--- src/rtl/flash_prot_host_pkg.sv ---
package flash_prot_host_pkg;

    localparam int ADDR_W            = 21;
    localparam int DATA_W            = 8;
    localparam int GROUP_W           = 3;
    localparam int GROUP_LSB         = 18;
    // Autoselect address bit positions
    localparam int A0_POS            = 0;
    localparam int A1_POS            = 1;
    localparam int A6_POS            = 6;
    // Bus phase timing
    localparam int CLK_PERIOD_NS     = 40;
    localparam int PHASE_NS          = 80;
    localparam int PHASE_CYC         = (PHASE_NS + CLK_PERIOD_NS - 1) / CLK_PERIOD_NS;
    localparam int CNT_W             = 4;
    // Unlock sequence, command codes and protect status bit mask
    localparam logic [ADDR_W-1:0] UNLOCK_ADDR_1 = 21'h000555;
    localparam logic [ADDR_W-1:0] UNLOCK_ADDR_2 = 21'h0002AA;
    localparam logic [DATA_W-1:0] UNLOCK_DATA_1 = 8'hAA;
    localparam logic [DATA_W-1:0] UNLOCK_DATA_2 = 8'h55;
    localparam logic [DATA_W-1:0] CMD_AUTOSELECT = 8'h90;
    localparam logic [DATA_W-1:0] CMD_PROGRAM    = 8'hA0;
    localparam logic [DATA_W-1:0] CMD_ERASE      = 8'h80;
    localparam logic [DATA_W-1:0] CMD_SECTOR_ERASE = 8'h30;
    localparam logic [DATA_W-1:0] CMD_RESET      = 8'hF0;
    localparam logic [DATA_W-1:0] PROT_BIT_MASK  = 8'h01;

    typedef enum logic [2:0] {
        OP_READ_ID_MAKER,
        OP_READ_ID_PART,
        OP_VERIFY_GROUP,
        OP_PROGRAM,
        OP_ERASE_SECTOR,
        OP_READ,
        OP_RESET_CMD
    } op_t;

    typedef struct packed {
        op_t                 op;
        logic                hv_method;
        logic [ADDR_W-1:0]   addr;
        logic [DATA_W-1:0]   data;
    } req_t;

    typedef struct packed {
        logic                ce_n;
        logic                oe_n;
        logic                we_n;
        logic                a9_hv;
        logic                reset_hv;
        logic [ADDR_W-1:0]   addr;
        logic [DATA_W-1:0]   dq_out;
        logic                dq_oe_n;
    } pins_t;

endpackage : flash_prot_host_pkg

--- src/rtl/flash_prot_host.sv ---
`timescale 1ns/1ps
`default_nettype none

module flash_prot_host (
    input  wire logic                                   i_ref_clk,
    input  wire logic                                   i_resetn,
    input  wire logic                                   i_req_valid,
    input  wire flash_prot_host_pkg::req_t              i_req,
    input  wire logic                                   i_temp_unprotect,
    input  wire logic                                   i_supply_ok,
    input  wire logic [flash_prot_host_pkg::DATA_W-1:0] i_dq,
    input  wire logic                                   i_operation_done_n,
    output logic                                        o_req_ready,
    output logic                                        o_rsp_valid,
    output logic [flash_prot_host_pkg::DATA_W-1:0]      o_rsp_data,
    output logic                                        o_group_protected,
    output flash_prot_host_pkg::pins_t                  o_pins
);
    import flash_prot_host_pkg::*;

    typedef enum logic [2:0] {
        ST_IDLE,
        ST_SETUP,
        ST_STROBE,
        ST_HOLD,
        ST_WAIT_DONE
    } state_t;

    typedef struct packed {
        state_t              state;
        req_t                req;
        logic [2:0]          cyc_idx;
        logic [2:0]          cyc_total;
        logic [CNT_W-1:0]    cnt;
        logic                ready;
        logic                rsp_valid;
        logic [DATA_W-1:0]   rsp_data;
        logic                prot;
        pins_t               pins;
        logic [DATA_W-1:0]   dq_s1;
        logic [DATA_W-1:0]   dq_s2;
        logic [1:0]          ok_s;
        logic [1:0]          done_s;
    } host_state_t;

    host_state_t s_reg;
    host_state_t s_next;

    ////////////////////////////////////////////////////////////////////////////

    function automatic logic is_read(input op_t op, input logic hv);
        is_read = (op == OP_READ) || (hv && op inside {OP_READ_ID_MAKER, OP_READ_ID_PART,
                                                         OP_VERIFY_GROUP});
    endfunction : is_read

    function automatic logic [2:0] cycles_of(input op_t op, input logic hv);
        unique case (op)
            OP_READ_ID_MAKER, OP_READ_ID_PART, OP_VERIFY_GROUP:
                cycles_of = hv ? 3'd1 : 3'd4;
            OP_PROGRAM:      cycles_of = 3'd4;
            OP_ERASE_SECTOR: cycles_of = 3'd6;
            OP_READ, OP_RESET_CMD: cycles_of = 3'd1;
            default:         cycles_of = 3'd1;
        endcase
    endfunction : cycles_of

    // Autoselect address: A6 low, A1/A0 select code, group on top bits
    function automatic logic [ADDR_W-1:0] id_addr(input req_t r);
        logic [ADDR_W-1:0] a;
        a = '0;
        a[A6_POS] = 1'b0;
        a[A1_POS] = (r.op == OP_VERIFY_GROUP);
        a[A0_POS] = (r.op == OP_READ_ID_PART);
        if (r.op == OP_VERIFY_GROUP)
            a[GROUP_LSB +: GROUP_W] = r.addr[GROUP_LSB +: GROUP_W];
        id_addr = a;
    endfunction : id_addr

    function automatic void cycle_of(input req_t r, input logic [2:0] idx,
                                     output logic [ADDR_W-1:0] a,
                                     output logic [DATA_W-1:0] d);
        a = UNLOCK_ADDR_1;
        d = UNLOCK_DATA_1;
        unique case (idx)
            3'd0, 3'd3: begin
                a = UNLOCK_ADDR_1;
                d = UNLOCK_DATA_1;
            end
            3'd1, 3'd4: begin
                a = UNLOCK_ADDR_2;
                d = UNLOCK_DATA_2;
            end
            default: begin
                a = UNLOCK_ADDR_1;
                d = UNLOCK_DATA_1;
            end
        endcase
        if (idx == 3'd2) begin
            unique case (r.op)
                OP_PROGRAM:      d = CMD_PROGRAM;
                OP_ERASE_SECTOR: d = CMD_ERASE;
                default:         d = CMD_AUTOSELECT;
            endcase
        end
        if (r.op == OP_PROGRAM && idx == 3'd3) begin
            a = r.addr;
            d = r.data;
        end
        if (r.op == OP_ERASE_SECTOR && idx == 3'd5) begin
            a = r.addr;
            d = CMD_SECTOR_ERASE;
        end
        if (r.op == OP_RESET_CMD) begin
            a = '0;
            d = CMD_RESET;
        end
    endfunction : cycle_of

    ////////////////////////////////////////////////////////////////////////////

    always_comb begin
        logic              rd;
        logic              last;
        logic [ADDR_W-1:0] ca;
        logic [DATA_W-1:0] cd;
        rd     = is_read(s_reg.req.op, s_reg.req.hv_method);
        last   = (s_reg.cyc_idx + 3'd1 == s_reg.cyc_total);
        ca     = '0;
        cd     = '0;
        s_next = s_reg;
        s_next.dq_s1  = i_dq;
        s_next.dq_s2  = s_reg.dq_s1;
        s_next.ok_s   = {s_reg.ok_s[0], i_supply_ok};
        s_next.done_s = {s_reg.done_s[0], i_operation_done_n};
        s_next.rsp_valid = 1'b0;
        s_next.pins.reset_hv = i_temp_unprotect;
        if (s_reg.state != ST_IDLE)
            s_next.cnt = s_reg.cnt + CNT_W'(1);
        unique case (s_reg.state)
            ST_IDLE: begin
                s_next.pins.ce_n    = 1'b1;
                s_next.pins.we_n    = 1'b1;
                s_next.pins.oe_n    = 1'b1;
                s_next.pins.dq_oe_n = 1'b1;
                s_next.pins.a9_hv   = 1'b0;
                // Ready waits out the response pulse
                s_next.ready        = s_reg.ok_s[1] && !s_reg.rsp_valid;
                if (s_reg.ready && i_req_valid && s_reg.ok_s[1]) begin
                    s_next.req       = i_req;
                    s_next.ready     = 1'b0;
                    s_next.cyc_idx   = '0;
                    s_next.cyc_total = cycles_of(i_req.op, i_req.hv_method);
                    s_next.cnt       = '0;
                    s_next.state     = ST_SETUP;
                end
            end
            ST_SETUP: begin
                // Address and OE settle before any strobe falls
                if (rd || (s_reg.req.op inside {OP_READ_ID_MAKER, OP_READ_ID_PART,
                           OP_VERIFY_GROUP} && s_reg.cyc_idx == s_reg.cyc_total - 3'd1)) begin
                    s_next.pins.addr    = s_reg.req.op == OP_READ ? s_reg.req.addr
                                                                  : id_addr(s_reg.req);
                    s_next.pins.a9_hv   = s_reg.req.hv_method;
                    s_next.pins.dq_oe_n = 1'b1;
                end else begin
                    cycle_of(s_reg.req, s_reg.cyc_idx, ca, cd);
                    s_next.pins.addr    = ca;
                    s_next.pins.dq_out  = cd;
                    s_next.pins.dq_oe_n = 1'b0;
                    s_next.pins.oe_n    = 1'b1;
                end
                if (s_reg.cnt == CNT_W'(PHASE_CYC - 1)) begin
                    s_next.cnt   = '0;
                    s_next.state = ST_STROBE;
                    s_next.pins.ce_n = 1'b0;
                    if (s_next.pins.dq_oe_n)
                        s_next.pins.oe_n = 1'b0;
                    else
                        s_next.pins.we_n = 1'b0;
                end
            end
            ST_STROBE: begin
                // Strobe width two cycles (80 ns), far above the glitch filter
                if (s_reg.cnt == CNT_W'(PHASE_CYC - 1)) begin
                    s_next.cnt       = '0;
                    s_next.state     = ST_HOLD;
                    s_next.pins.we_n = 1'b1;
                    s_next.pins.oe_n = 1'b1;
                    s_next.pins.ce_n = 1'b1;
                end
            end
            ST_HOLD: begin
                // Data sampled mid-strobe has now passed both sync stages
                if (s_reg.cnt == '0 && s_reg.pins.dq_oe_n) begin
                    s_next.rsp_data = s_reg.dq_s2;
                    s_next.prot     = s_reg.req.op == OP_VERIFY_GROUP
                                      && (s_reg.dq_s2 & PROT_BIT_MASK) != '0;
                    s_next.rsp_valid = 1'b1;
                end
                if (s_reg.cnt == CNT_W'(PHASE_CYC - 1)) begin
                    s_next.cnt       = '0;
                    s_next.pins.dq_oe_n = 1'b1;
                    s_next.pins.a9_hv   = 1'b0;
                    if (!last) begin
                        s_next.cyc_idx = s_reg.cyc_idx + 3'd1;
                        s_next.state   = ST_SETUP;
                    end else if (s_reg.req.op inside {OP_PROGRAM, OP_ERASE_SECTOR})
                        s_next.state = ST_WAIT_DONE;
                    else
                        s_next.state = ST_IDLE;
                end
            end
            ST_WAIT_DONE: begin
                // Busy flag rises late; give it a phase first
                if (s_reg.cnt >= CNT_W'(PHASE_CYC) && s_reg.done_s[1]) begin
                    s_next.rsp_valid = 1'b1;
                    s_next.rsp_data  = '0;
                    s_next.prot      = 1'b0;
                    s_next.state     = ST_IDLE;
                end
                if (s_reg.cnt == '1)
                    s_next.cnt = s_reg.cnt;
            end
        endcase
        if (!s_reg.ok_s[1] && s_reg.state != ST_IDLE) begin
            s_next.state        = ST_IDLE;
            s_next.pins.ce_n    = 1'b1;
            s_next.pins.we_n    = 1'b1;
            s_next.pins.oe_n    = 1'b1;
            s_next.pins.dq_oe_n = 1'b1;
            s_next.pins.a9_hv   = 1'b0;
        end
    end

    always_ff @(posedge i_ref_clk or negedge i_resetn) begin
        if (!i_resetn) begin
            s_reg <= '{state: ST_IDLE, req: '0, cyc_idx: '0, cyc_total: '0, cnt: '0,
                       ready: 1'b0, rsp_valid: 1'b0, rsp_data: '0, prot: 1'b0,
                       pins: '{ce_n: 1'b1, oe_n: 1'b1, we_n: 1'b1, a9_hv: 1'b0,
                               reset_hv: 1'b0, addr: '0, dq_out: '0, dq_oe_n: 1'b1},
                       dq_s1: '0, dq_s2: '0, ok_s: '0, done_s: '0};
        end else begin
            s_reg <= s_next;
        end
    end

    assign o_req_ready       = s_reg.ready;
    assign o_rsp_valid       = s_reg.rsp_valid;
    assign o_rsp_data        = s_reg.rsp_data;
    assign o_group_protected = s_reg.prot;
    assign o_pins            = s_reg.pins;

endmodule : flash_prot_host

`default_nettype wire

--- config.mk ---
export PLATFORM = sky130hd
export DESIGN_NAME = flash_prot_host
export DESIGN_NICKNAME = d
export VERILOG_FILES = /design/src/rtl/flash_prot_host_pkg.sv /design/src/rtl/flash_prot_host.sv
export SDC_FILE = /design/constraint.sdc
export NUM_CORES = 1
export LEC_CHECK = 0
export ABC_CLOCK_PERIOD_IN_PS = 2560
export BUFFER_PORTS_ARGS = -buffer_cell sky130_fd_sc_hd__buf_2
export CAP_MARGIN = 20
export CORE_UTILIZATION = 56
export DETAILED_ROUTE_END_ITERATION = 6
export HOLD_SLACK_MARGIN = 0.02
export PLACE_DENSITY = 0.8
export SLEW_MARGIN = 25
export SYNTH_ARGS = -nofsm -noshare
export SYNTH_HDL_FRONTEND = slang
export SYNTH_SLANG_ARGS = --single-unit
--- constraint.sdc ---
create_clock -name i_ref_clk -period 2.56 [get_ports i_ref_clk]
set_input_delay 0.256 -clock i_ref_clk [delete_from_list [all_inputs] [get_ports i_ref_clk]]
set_output_delay 0.256 -clock i_ref_clk [all_outputs]
set_load 0.05 [all_outputs]
## Word level (Yosys, flattened, before mapping)

Index checks and enable logic that the tools add are counted.

- Flip-flop bits (word level): 112
- Input bits: 47
- Output and inout port bits: 46
- Word-level logic and storage cells: 153

- Add/sub/neg operators: 3
- Order comparisons: 1
- Equal/unequal tests: 36
- Muxes and demuxes: 49
- Bitwise operators: 1
- Reduce and logical (&&, ||, !) cells: 39

Operator list:

| kind | count |
|---|---|
| $mux 21 | 5 |
| $mux 47 | 1 |
| $mux 8 | 5 |
| $mux 3 | 13 |
| $eq 3x2->1 const B | 8 |
| $eq 3x3->1 const B | 7 |
| $ne 3x3->1 const B | 7 |
| $mux 10 | 2 |
| $pmux 10 s2 | 1 |
| $pmux 3 s3 | 2 |
| $mux 4 | 4 |
| $pmux 3 s5 | 1 |
| $eq 3x1->1 const B | 4 |
| $ne 2x2->1 const B | 6 |
| $pmux 4 s3 | 1 |
| $pmux 6 s2 | 1 |
| $logic_and 1x1->1 | 11 |
| $mux 11 | 1 |
| $logic_not 3->1 | 3 |
| $mux 1 | 9 |
| $reduce_and 3->1 | 3 |
| $reduce_and 2->1 | 4 |
| $reduce_and 4->1 | 2 |
| $reduce_bool 4->1 | 2 |
| 18 further kinds | 26 |

## Depth between registers and ports, before layout

Gate-level depths: netlist of run 1.

- Depth in word-level cells: 11
- Depth in mapped cells: 8
- Mapped depth without buffers: 7

## Worst setup path after synthesis of run 1

OpenSTA, ideal clock, no wires.

- Path type: register to register
- Start point: register s_reg[73] (netlist name)
- End point: register s_reg, in the netlist o_pins[9]
- Setup time: 0.082 ns
- Data arrival time: 1.762 ns
- Data required time: 2.478 ns
- Slack: 0.716 ns
- Cell stages (with the launch flop): 8
- Buffers on the path: 0
- Period minus slack after synthesis: 1.844 ns
- Cell sequence: dfrtp_1 ha_1 ha_1 nand4b_2 nand2_1 or2_2 a211o_1 a31oi_1

- Longest elaborated chain between the ends: 7
- Elaborated cells between the ends (all ways): 15
- Those cells by class: eq/ne: 5; mux: 5; reduce/logical: 5

Ends and longest elaborated chain:

| item | RTL line | text |
|---|---|---|
| start, declared | flash_prot_host.sv:46 | `host_state_t s_reg;` |
| start signal, assigned | flash_prot_host.sv:237 | `s_reg <= '{state: ST_IDLE, req: '0, cyc_idx: '0, cyc_total: '0, cnt: '0,` |
| start signal, assigned | flash_prot_host.sv:243 | `s_reg <= s_next;` |
| $eq 3x1->1 / $eq 3x3->1 (equally long branches) | flash_prot_host.sv:84 | `unique case (idx)` |
| $reduce_or 2->1 | flash_prot_host.sv:84 |  |
| $mux 11 | flash_prot_host.sv:84 |  |
| $mux 21 | flash_prot_host.sv:105 | `if (r.op == OP_PROGRAM && idx == 3'd3) begin` |
| $mux 21 | flash_prot_host.sv:109 | `if (r.op == OP_ERASE_SECTOR && idx == 3'd5) begin` |
| $mux 21 | flash_prot_host.sv:113 | `if (r.op == OP_RESET_CMD) begin` |
| $mux 21 (*) | flash_prot_host.sv:159 | `if (rd \|\| (s_reg.req.op inside {OP_READ_ID_MAKER, OP_READ_ID_PART,` |

Mark *: on every way between the ends. The rest lies on a longest branch, timed or not.
A chain may end at the register's enable or synchronous reset.

## Worst setup path in the final report of run 1

- Start point: register s_reg[75] (netlist name)
- End point: register s_reg, in the netlist o_pins[18]

The elaborated chain is that of the path after synthesis.

==> qor.txt, run 1 <==
outcome: finished, violations left
failing checks: design-rule violations
largest net degree at the start of global routing: 55
share of the synthesized area in the top cell type: 0.518
Hold/Removal Path Class: in -> reg
transition at the pin with the smallest max-transition slack: 634 ps
Design Area, Final: 0.00581 mm2
buffer cell driving the clock tree root: sky130_fd_sc_hd__clkbuf_8
worst-case vdd ir drop: 0.433 mV
biggest area consumer among synthesized cells: sky130_fd_sc_hd__dfrtp_1
Cell variety after synth: 65
Synth async-reset ratio: 1.00
critical path arrival: 2510 ps
critical register-to-register path endpoint: o_pins[18]$_DFFE_PN0N_
clock tree sinks: 112
largest cells by area after synthesis: sky130_fd_sc_hd__dfrtp_1 (52%), sky130_fd_sc_hd__nand2_1 (9.2%), sky130_fd_sc_hd__buf_4 (6.2%)
half-perimeter wire length of the detailed placement result: 7.60 mm
kind of end point of the critical path: flop
Boundary Pins: 93
global-route wire length before repair: 17.5 mm
floorplan die height: 98.5 um
Buffers on Ports: 92
final wirelength: 10.4 mm
critical path data required time: 2880 ps
number of warnings reported in the yosys synthesis log: 0
count of flip-flops with a built-in enable after synthesis: 0
unrepaired setup endpoints after global routing: no
final setup TNS: 0 ps
final routed wire length divided by cell count: 15.1 um
Gate Count Post-Synth: 510
H-tree Lvls: 3
total clock buffers created by CTS: 9
type of the worst setup path: reg -> reg
overall routing resource usage: 0.226
Post-synth top flop: sky130_fd_sc_hd__dfrtp_1
top-count cell post-synth: sky130_fd_sc_hd__nand2_1
reg-to-reg critical path startpoint: s_reg[75]$_DFFE_PN0P_
die area: 0.00971 mm2
met1 routing resource usage after global routing: 0.290
Pwr Density: 1080 mW/mm2
Buffers & Inverters on Critical Path: 1
Synth-to-Final Area Change: 11.4%
hold endpoint: s_reg[97]$_DFFE_PN0P_
M2 GR Usage: 0.393
synth cell count leaders: sky130_fd_sc_hd__nand2_1 (128), sky130_fd_sc_hd__dfrtp_1 (108), sky130_fd_sc_hd__buf_4 (43)
summed instance area of the synthesized netlist: 0.00522 mm2
worst reg-to-reg path cell count: 7
Final setup viols: 0
CTS tree: done
later-pin clock latency in the skew report: 380 ps
number of slew-limit violations in the final report: 0
final critical-path share of the clock period: 0.855
time the final worst path needs with I/O delays and setup: 2190 ps
flops & latches, synth: 112
number of flip-flops in the largest register: 56
Slew headroom: 0.576
fraction of final layout cells sized beyond drive strength 1: 0.254
Global Route met3 Usage: 0.0426
busiest layer in global routing: met2
highest achievable clock rate: 457 MHz
CP Cell Sequence: inv_1 > ha_1 > nand4b_2 > nand2_1 > o211ai_1 > o2111ai_1 > o221a_2
total number of vias: 3801
number of nets still failing antenna checks after routing: 0
GR Overflow Total: 0
buffers inserted during post-CTS setup optimization: 0
vias in the first global route: 3735
number of maximum-capacitance violations: 0
maximum fanout encountered on the critical timing path: 12
static leakage power: 2.94 nW
final core occ: 0.654
startpoint of the worst hold path: i_req[21]
slowest stage cell on the critical path: sky130_fd_sc_hd__dfrtp_1
global placement routability congestion: 0.858
effective utilization at floorplan: 0.587
register-to-register path setup slack: 370 ps
remaining routing DRC violations: 8
clock-pin slew reported for the worst setup and hold paths after clock tree synthesis: 120 ps
critical path startpoint category: flop
x dimension of the die: 98.5 um
synthesized net count: 567
count of cells resized by post-cts repair: 0
largest stage delay on the critical path: 520 ps
core area: 0.00889 mm2
Final #Nets: 630
DR iter-0 viols: 184
number of cells on the worst hold path: 3
cell area reported after detailed placement: 0.00548 mm2
mean cell area of the mapped netlist: 10.2 um2
vias per cell: 5.54
std cell rows: 34
Ant. Diodes: 0
number of iterations in the first detailed-routing pass: 7
cell family with the largest share of critical-path delay: compound AO/OA/AOI/OAI gates
endpoints failing hold: 0
share of the yosys chip area belonging to registers: 0.538
final worst clock skew: 15.6 ps
deepest clock path buffer count: 2
antenna violations before repair: 0
==> repair_timing <==
item,4_1_cts,5_1_grt
endpoints found under the setup margin,0,0
endpoints found under the hold margin,37,0
hold buffers,12,0
==> area by class of cell <==
cell class / instances / area (um2)
clock buffer: 9 / 124
clock inverter: 7 / 86.3
fill: 713 / 3080
inverter: 13 / 48.8
multi-input combinational: 321 / 1930
sequential: 112 / 2810
tap: 108 / 135
timing repair buffer: 116 / 686
==> through the flow <==
stage / hold WS, ps / cells / setup WS [ps] / power [mW]
floorplan: -39.6 / 510 / 716 / 4.84
global placement: 193 / 658 / 263 / 5.13
detailed placement: 196 / 658 / 137 / 5.23
CTS: 42.6 / 686 / 109 / 6.33
global route: 48.1 / 686 / 197 / 6.67
finish: 57.8 / 686 / 371 / 6.29
==> metal layers <==
metal,vias to the layer above,part of all wire
met1,1857,0.43
met4,0,0.014
met5,-,0
li1,1825,-
met3,13,0.050
met2,106,0.50
==> worst max path at each step <==
stage / start / end / slack [ps] / depth (start not counted)
floorplan: s_reg[73]$_DFFE_PN0P_ / o_pins[9]$_DFFE_PN0N_ / 720 / 7
global placement: s_reg[74]$_DFFE_PN0P_ / o_pins[15]$_DFFE_PN0N_ / 260 / 7
detailed placement: s_reg[74]$_DFFE_PN0P_ / o_pins[11]$_DFFE_PN0N_ / 140 / 7
CTS: s_reg[74]$_DFFE_PN0P_ / o_pins[11]$_DFFE_PN0N_ / 110 / 7
global route: s_reg[74]$_DFFE_PN0P_ / o_pins[15]$_DFFE_PN0N_ / 200 / 7
finish: s_reg[75]$_DFFE_PN0P_ / o_pins[18]$_DFFE_PN0N_ / 370 / 7
==> layout by cell type (no fill, tap or decap), types with 3 or more instances in the layout <==
cell type | Yosys | final
sky130_fd_sc_hd__inv_1 | 13 | 13
sky130_fd_sc_hd__o31ai_1 | 4 | 4
sky130_fd_sc_hd__clkbuf_8 | 0 | 9
sky130_fd_sc_hd__a21oi_1 | 19 | 18
sky130_fd_sc_hd__buf_4 | 43 | 12
sky130_fd_sc_hd__o41ai_1 | 4 | 4
sky130_fd_sc_hd__nand2_1 | 128 | 128
sky130_fd_sc_hd__o21ai_0 | 15 | 15
sky130_fd_sc_hd__o221a_2 | 4 | 4
sky130_fd_sc_hd__nand3_1 | 5 | 5
sky130_fd_sc_hd__a31oi_1 | 3 | 3
sky130_fd_sc_hd__a211oi_1 | 3 | 3
sky130_fd_sc_hd__nor2_1 | 25 | 25
sky130_fd_sc_hd__dfrtp_1 | 108 | 108
sky130_fd_sc_hd__nor2b_1 | 3 | 3
sky130_fd_sc_hd__o2111ai_1 | 3 | 3
sky130_fd_sc_hd__o22ai_1 | 3 | 3
sky130_fd_sc_hd__a221o_1 | 5 | 5
sky130_fd_sc_hd__o21ai_1 | 3 | 3
sky130_fd_sc_hd__and2_1 | 3 | 3
sky130_fd_sc_hd__nor3_1 | 4 | 4
sky130_fd_sc_hd__mux2i_1 | 3 | 3
sky130_fd_sc_hd__a22o_1 | 15 | 15
sky130_fd_sc_hd__mux2_2 | 4 | 4
sky130_fd_sc_hd__dlygate4sd3_1 | 0 | 12
sky130_fd_sc_hd__buf_2 | 12 | 91
sky130_fd_sc_hd__and3_1 | 3 | 3
sky130_fd_sc_hd__nand2b_1 | 4 | 4
sky130_fd_sc_hd__inv_6 | 0 | 3
sky130_fd_sc_hd__dfstp_2 | 4 | 4
sky130_fd_sc_hd__a21o_1 | 3 | 3
sky130_fd_sc_hd__xor2_1 | 5 | 5
sky130_fd_sc_hd__ha_1 | 10 | 10
==> worst register-to-register path, stage by stage (launching register included) <==
cell and delay [ps]:
sky130_fd_sc_hd__dfrtp_1 520, sky130_fd_sc_hd__inv_1 150, sky130_fd_sc_hd__ha_1 200, sky130_fd_sc_hd__nand4b_2 240, sky130_fd_sc_hd__nand2_1 210, sky130_fd_sc_hd__o211ai_1 150, sky130_fd_sc_hd__o2111ai_1 410, sky130_fd_sc_hd__o221a_2 270
==> power by group <==
group	switching, mW	leakage, nW	total, mW	internal, mW
Clock	0.678	0.105	1.08	0.401
Sequential	0.386	1.41	2.68	2.29
Combinational	1.69	1.42	2.53	0.836
==> kinds of logic (layout without fill, tap and decap cells) <==
| group | Yosys count | after routing | synth area share |
|---|---|---|---|
| AO/OA/AOI/OAI | 100 | 100 | 0.144 |
| XOR/XNOR | 7 | 7 | 0.0144 |
| adder cells (fa/ha/maj) | 10 | 10 | 0.0240 |
| buffers and inverters | 77 | 145 | 0.0935 |
| flip-flops | 112 | 112 | 0.538 |
| multiplexers | 7 | 7 | 0.0144 |
| AND/OR/NAND/NOR | 197 | 197 | 0.172 |
(Power assumes the default switching activity.)
==> run 2: changes to the inputs <==
--- a/config.mk
+++ b/config.mk
@@ -8,10 +8,12 @@
 export ABC_CLOCK_PERIOD_IN_PS = 2560
 export BUFFER_PORTS_ARGS = -buffer_cell sky130_fd_sc_hd__buf_2
 export CAP_MARGIN = 20
-export CORE_UTILIZATION = 56
+export CELL_PAD_IN_SITES_DETAIL_PLACEMENT = 1
+export CELL_PAD_IN_SITES_GLOBAL_PLACEMENT = 2
+export CORE_UTILIZATION = 35
 export DETAILED_ROUTE_END_ITERATION = 6
 export HOLD_SLACK_MARGIN = 0.02
-export PLACE_DENSITY = 0.8
+export PLACE_DENSITY_LB_ADDON = 0.1
 export SLEW_MARGIN = 25
 export SYNTH_ARGS = -nofsm -noshare
 export SYNTH_HDL_FRONTEND = slang
==> qor.txt, run 2 (synthesis results as in run 1) <==
outcome: complete, no violations
critical register-to-register path endpoint: o_pins[16]$_DFFE_PN0N_
Boundary Pins: 93
maximum fanout encountered on the critical timing path: 8
kind of end point of the critical path: flop
Setup Slack @ Placement: 24.1 ps
time the final worst path needs with I/O delays and setup: 2230 ps
final core occ: 0.414
highest achievable clock rate: 449 MHz
total number of vias: 3782
effective utilization at floorplan: 0.359
Final #Nets: 633
core area: 0.0145 mm2
antenna violations before repair: 0
number of instances in the placed design: 737
Slew headroom: 0.558
global-route wire length before repair: 20.2 mm
clock-pin slew reported for the worst setup and hold paths after clock tree synthesis: 80 ps
cell area reported after detailed placement: 0.00560 mm2
transition at the pin with the smallest max-transition slack: 663 ps
number of nets still failing antenna checks after routing: 0
CP Cell Sequence: ha_1 > ha_1 > nand4b_2 > nand2_1 > o211ai_1 > o2111ai_1 > o221a_2
leading cell types in the layout, fill and taps excluded: sky130_fd_sc_hd__nand2_1 (128), sky130_fd_sc_hd__dfrtp_1 (108), sky130_fd_sc_hd__buf_2 (91), sky130_fd_sc_hd__nor2_1 (25), sky130_fd_sc_hd__a21oi_1 (18)
cell family with the largest share of critical-path delay: compound AO/OA/AOI/OAI gates
std cell rows: 44
Pwr Density: 1110 mW/mm2
vias in the first global route: 3911
count of cells resized by post-cts repair: 0
worst-case vdd ir drop: 0.467 mV
total clock buffers created by CTS: 9
final wirelength: 12.5 mm
static leakage power: 2.98 nW
register-to-register path setup slack: 330 ps
slowest stage cell on the critical path: sky130_fd_sc_hd__dfrtp_1
later-pin clock latency in the skew report: 360 ps
critical path startpoint category: flop
Synth-to-Final Area Change: 15.2%
Design Area, Final: 0.00601 mm2
final routed wire length divided by cell count: 16.4 um
fraction of final layout cells sized beyond drive strength 1: 0.258
Buffers & Inverters on Critical Path: 0
endpoints failing hold: 0
overall routing resource usage: 0.174
number of maximum-capacitance violations: 0
PnR worst setup slack: 332 ps
critical path data required time: 2860 ps
commonest non-fill, non-tap cell in the layout: sky130_fd_sc_hd__nand2_1
Final setup viols: 0
x dimension of the die: 124 um
clock tree sinks: 112
hold endpoint: s_reg[100]$_DFFE_PN0P_
GR Overflow Total: 0
CTS tree: done
unrepaired setup endpoints after global routing: no
largest net degree at the start of global routing: 113
type of the worst setup path: reg -> reg
critical path arrival: 2530 ps
global placement routability congestion: 0.790
reg-to-reg critical path startpoint: s_reg[74]$_DFFE_PN0P_
vias per cell: 4.94
largest stage delay on the critical path: 450 ps
final worst clock skew: 4.80 ps
worst hold slack after final layout: 84.7 ps
final setup TNS: 0 ps
number of cells on the worst hold path: 3
startpoint of the worst hold path: i_req[24]
deepest clock path buffer count: 2
die area: 0.0154 mm2
Hold/Removal Path Class: in -> reg
worst reg-to-reg path cell count: 7
Buffers on Ports: 92
Ant. Diodes: 0
final critical-path share of the clock period: 0.870
number of flip-flops in the largest register: 56
number of slew-limit violations in the final report: 0
floorplan die height: 124 um
DR iter-0 viols: 98
H-tree Lvls: 3
half-perimeter wire length of the detailed placement result: 8.79 mm
total power after layout: 6.67 mW
number of iterations in the first detailed-routing pass: 4
Critical Path Most Common Cell: sky130_fd_sc_hd__ha_1
remaining routing DRC violations: 0
final cell count without fillers: 765
buffer cell driving the clock tree root: sky130_fd_sc_hd__clkbuf_16
## run 2: cell count changes in the layout (fill, tap and decap cells not counted), sizes merged
cell and change:
buf +3, clkinvlp +2, inv -2
## run 2: final cells by class
class	count	area, um2
Clock inverter	7	63.8
Fill cell	1640	8520
Timing Repair Buffer	119	708
Clock buffer	9	225
Multi-Input combinational cell	321	1930
Tap cell	184	230
Sequential cell	112	2810
Inverter	13	48.8
## run 2: per-layer routing
metal | vias to the layer above | track usage | part of all wire
met3 | 10 | 0.0389 | 0.039
met2 | 67 | 0.294 | 0.50
met5 | - | 0 | 0
met4 | 0 | 0.0521 | 0.012
li1 | 1828 | - | -
met1 | 1877 | 0.222 | 0.45
## run 2: timing repair
action / CTS / global route
endpoints found under the hold margin: 36 / 0
setup buffers: 0 / 0
hold buffers: 12 / 0
## run 2: how the worst max path moves through the flow
| stage | from | endpoint | slack (ps) | cells past startpoint |
|---|---|---|---|---|
| floorplan | s_reg[73]$_DFFE_PN0P_ | o_pins[9]$_DFFE_PN0N_ | 720 | 7 |
| global placement | s_reg[74]$_DFFE_PN0P_ | o_pins[17]$_DFFE_PN0N_ | 180 | 6 |
| detailed placement | s_reg[74]$_DFFE_PN0P_ | o_pins[11]$_DFFE_PN0N_ | 20 | 6 |
| CTS | s_reg[74]$_DFFE_PN0P_ | o_pins[11]$_DFFE_PN0N_ | 0.7 | 6 |
| global route | s_reg[74]$_DFFE_PN0P_ | o_pins[16]$_DFFE_PN0N_ | 180 | 7 |
| finish | s_reg[74]$_DFFE_PN0P_ | o_pins[16]$_DFFE_PN0N_ | 330 | 7 |
## run 2: power breakdown
part           total, mW  internal, mW  leakage (nW)  switching (mW)
clock               1.39         0.682         0.136           0.704
sequential          2.66          2.30          1.41           0.368
combinational       2.62         0.851          1.44            1.77
total               6.67          3.83          2.98            2.84
## run 2: worst register-to-register path, cell delays in order, from the launching register on
cell and delay, ps:
sky130_fd_sc_hd__dfrtp_1 450, sky130_fd_sc_hd__ha_1 190, sky130_fd_sc_hd__ha_1 170, sky130_fd_sc_hd__nand4b_2 240
sky130_fd_sc_hd__nand2_1 230, sky130_fd_sc_hd__o211ai_1 170, sky130_fd_sc_hd__o2111ai_1 450, sky130_fd_sc_hd__o221a_2 270
==> run 3: changes to the inputs <==
--- a/config.mk
+++ b/config.mk
@@ -8,12 +8,12 @@
 export ABC_CLOCK_PERIOD_IN_PS = 2560
 export BUFFER_PORTS_ARGS = -buffer_cell sky130_fd_sc_hd__buf_2
 export CAP_MARGIN = 20
-export CELL_PAD_IN_SITES_DETAIL_PLACEMENT = 1
-export CELL_PAD_IN_SITES_GLOBAL_PLACEMENT = 2
-export CORE_UTILIZATION = 35
+export CELL_PAD_IN_SITES_DETAIL_PLACEMENT = 0
+export CELL_PAD_IN_SITES_GLOBAL_PLACEMENT = 1
+export CORE_UTILIZATION = 43
 export DETAILED_ROUTE_END_ITERATION = 6
 export HOLD_SLACK_MARGIN = 0.02
-export PLACE_DENSITY_LB_ADDON = 0.1
+export PLACE_DENSITY = 0.82
 export SLEW_MARGIN = 25
 export SYNTH_ARGS = -nofsm -noshare
 export SYNTH_HDL_FRONTEND = slang
==> constraint.sdc (replaced) <==
create_clock -name i_ref_clk -period 2.56 [get_ports i_ref_clk]
set_input_delay 0.256 -clock i_ref_clk [delete_from_list [all_inputs] [get_ports i_ref_clk]]
set_output_delay 0.256 -clock i_ref_clk [all_outputs]
set_load 0.01 [all_outputs]
==> qor.txt, run 3 (synthesis results as in run 1) <==
cell area reported after detailed placement: 0.00555 mm2
M2 GR Usage: 0.310
number of slew-limit violations in the final report: 0
endpoints failing hold: 0
number of iterations in the first detailed-routing pass: 7
x dimension of the die: 112 um
later-pin clock latency in the skew report: 350 ps
critical path data required time: 2850 ps
total clock buffers created by CTS: 9
number of flip-flops in the largest register: 56
CP Cell Sequence: ha_1 > ha_1 > nand4b_2 > nand2_1 > o211ai_1 > o2111ai_1 > o221a_2
Buffers on Ports: 92
remaining routing DRC violations: 4
vias per cell: 5.17
final wirelength: 11.0 mm
global-route wire length before repair: 18.0 mm
die area: 0.0126 mm2
outcome: finished, violations left
Pwr Density: 1010 mW/mm2
clock tree sinks: 112
Global Route met3 Usage: 0.0448
unrepaired setup endpoints after global routing: no
share of power burned in the clock network: 0.241
kind of end point of the critical path: flop
Hold/Removal Path Class: in -> reg
number of maximum-capacitance violations: 0
global placement routability congestion: 0.810
switching fraction of total power: 0.350
antenna violations before repair: 0
final cell count without fillers: 724
highest achievable clock rate: 454 MHz
H-tree Lvls: 3
final critical-path share of the clock period: 0.860
buffer cell driving the clock tree root: sky130_fd_sc_hd__clkbuf_16
time the final worst path needs with I/O delays and setup: 2200 ps
critical path arrival: 2490 ps
DR iter-0 viols: 182
fraction of final layout cells sized beyond drive strength 1: 0.258
static leakage power: 3.00 nW
Final #Nets: 633
transition at the pin with the smallest max-transition slack: 661 ps
GR Overflow Total: 0
type of the worst setup path: reg -> reg
final worst clock skew: 6.61 ps
count of cells resized by post-cts repair: 0
Slew headroom: 0.560
slowest stage cell on the critical path: sky130_fd_sc_hd__dfrtp_1
effective utilization at floorplan: 0.449
Int Pwr: 3.94 mW
largest net degree at the start of global routing: 52
floorplan die height: 112 um
vias in the first global route: 3640
sequential fraction of design power: 0.437
overall routing resource usage: 0.184
busiest layer in global routing: met2
deepest clock path buffer count: 2
failing checks: design-rule violations
clock-pin slew reported for the worst setup and hold paths after clock tree synthesis: 80 ps
core area: 0.0116 mm2
Ant. Diodes: 0
Synth-to-Final Area Change: 14.7%
CTS tree: done
number of nets still failing antenna checks after routing: 0
leading cell types in the layout, fill and taps excluded: sky130_fd_sc_hd__nand2_1 (128), sky130_fd_sc_hd__dfrtp_1 (108), sky130_fd_sc_hd__buf_2 (91), sky130_fd_sc_hd__nor2_1 (25), sky130_fd_sc_hd__a21oi_1 (18)
total number of vias: 3742
number of instances in the placed design: 696
largest stage delay on the critical path: 450 ps
Design Area, Final: 0.00599 mm2
Critical Path Most Common Cell: sky130_fd_sc_hd__ha_1
final routed wire length divided by cell count: 15.2 um
commonest non-fill, non-tap cell in the layout: sky130_fd_sc_hd__nand2_1
power share of the combinational group: 0.322
total net switching power: 2.12 mW
Boundary Pins: 93
half-perimeter wire length of the detailed placement result: 7.84 mm
std cell rows: 39
Final setup viols: 0
count of fill cells added during filler insertion: 1079
maximum fanout encountered on the critical timing path: 8
critical path startpoint category: flop
met1 routing resource usage after global routing: 0.233
final setup TNS: 0 ps
buffers inserted during post-CTS setup optimization: 0
total power after layout: 6.07 mW
worst-case vdd ir drop: 0.497 mV
## run 3: final timing paths
| check | from | end | slack [ps] | depth (start not counted) |
|---|---|---|---|---|
| setup / recovery | s_reg[74]$_DFFE_PN0P_ | o_pins[12]$_DFFE_PN0N_ | 360 | 7 |
| hold / removal | i_req[25] | s_reg[101]$_DFFE_PN0P_ | 100 | 3 |
| setup reg to reg | s_reg[74]$_DFFE_PN0P_ | o_pins[12]$_DFFE_PN0N_ | 360 | 7 |
| hold reg to reg | s_next[1]$_DFF_PN0_ | s_reg[1]$_DFF_PN0_ | 350 | 0 |
| max in group asynchronous | i_resetn | s_reg[107]$_DFFE_PN0P_ | 1390 | 3 |
| min in group asynchronous | i_resetn | s_reg[95]$_DFFE_PN0P_ | 470 | 2 |
## run 3: repair_timing
item | CTS | global route
hold buffers | 12 | 0
endpoints found under the hold margin | 52 | 0
setup endpoints to repair | 0 | 0
## run 3: critical path, delay by kind of cell (launching register included)
| kind | cells | cell delay, ps |
|---|---|---|
| adder cells (fa/ha/maj) | 2 | 350 |
| AND/OR/NAND/NOR | 2 | 470 |
| flip-flops | 1 | 450 |
| AO/OA/AOI/OAI | 3 | 870 |
## run 3: layout make-up
class / instances / area (um2) / area share
multi-input combinational: 321 / 1930 / 0.322
sequential: 112 / 2810 / 0.469
inverter: 13 / 48.8 / 0.00815
clock buffer: 10 / 239 / 0.0399
tap: 143 / 179 / 0.0299
clock inverter: 6 / 76.3 / 0.0128
timing repair buffer: 119 / 708 / 0.118
## run 3: per-stage QoR
step | hold WS [ps] | utilization | worst slack, ps
after floorplan | -39.6 | - | 716
after global placement | 310 | 0.478 | 209
after global routing | 87.0 | 0.515 | 169
final | 95.3 | 0.515 | 360
after detailed placement | 315 | 0.478 | 75.9
after CTS | 88.9 | 0.515 | 45.6
## run 3: routing by layer
metal,vias up,part of all wire
li1,1832,-
met1,1814,0.45
met2,85,0.49
met3,11,0.045
met4,0,0.015
met5,-,0
## run 3: power by group through the flow
stage	Combinational [mW]	Sequential, mW	Clock (mW)
5_1_grt	2.18	2.72	1.57
2_1_floorplan	1.65	2.57	0
3_3_place_gp	1.91	2.68	0
4_1_cts	1.98	2.66	1.50
3_5_place_dp	1.96	2.69	0
6_report	1.95	2.65	1.46
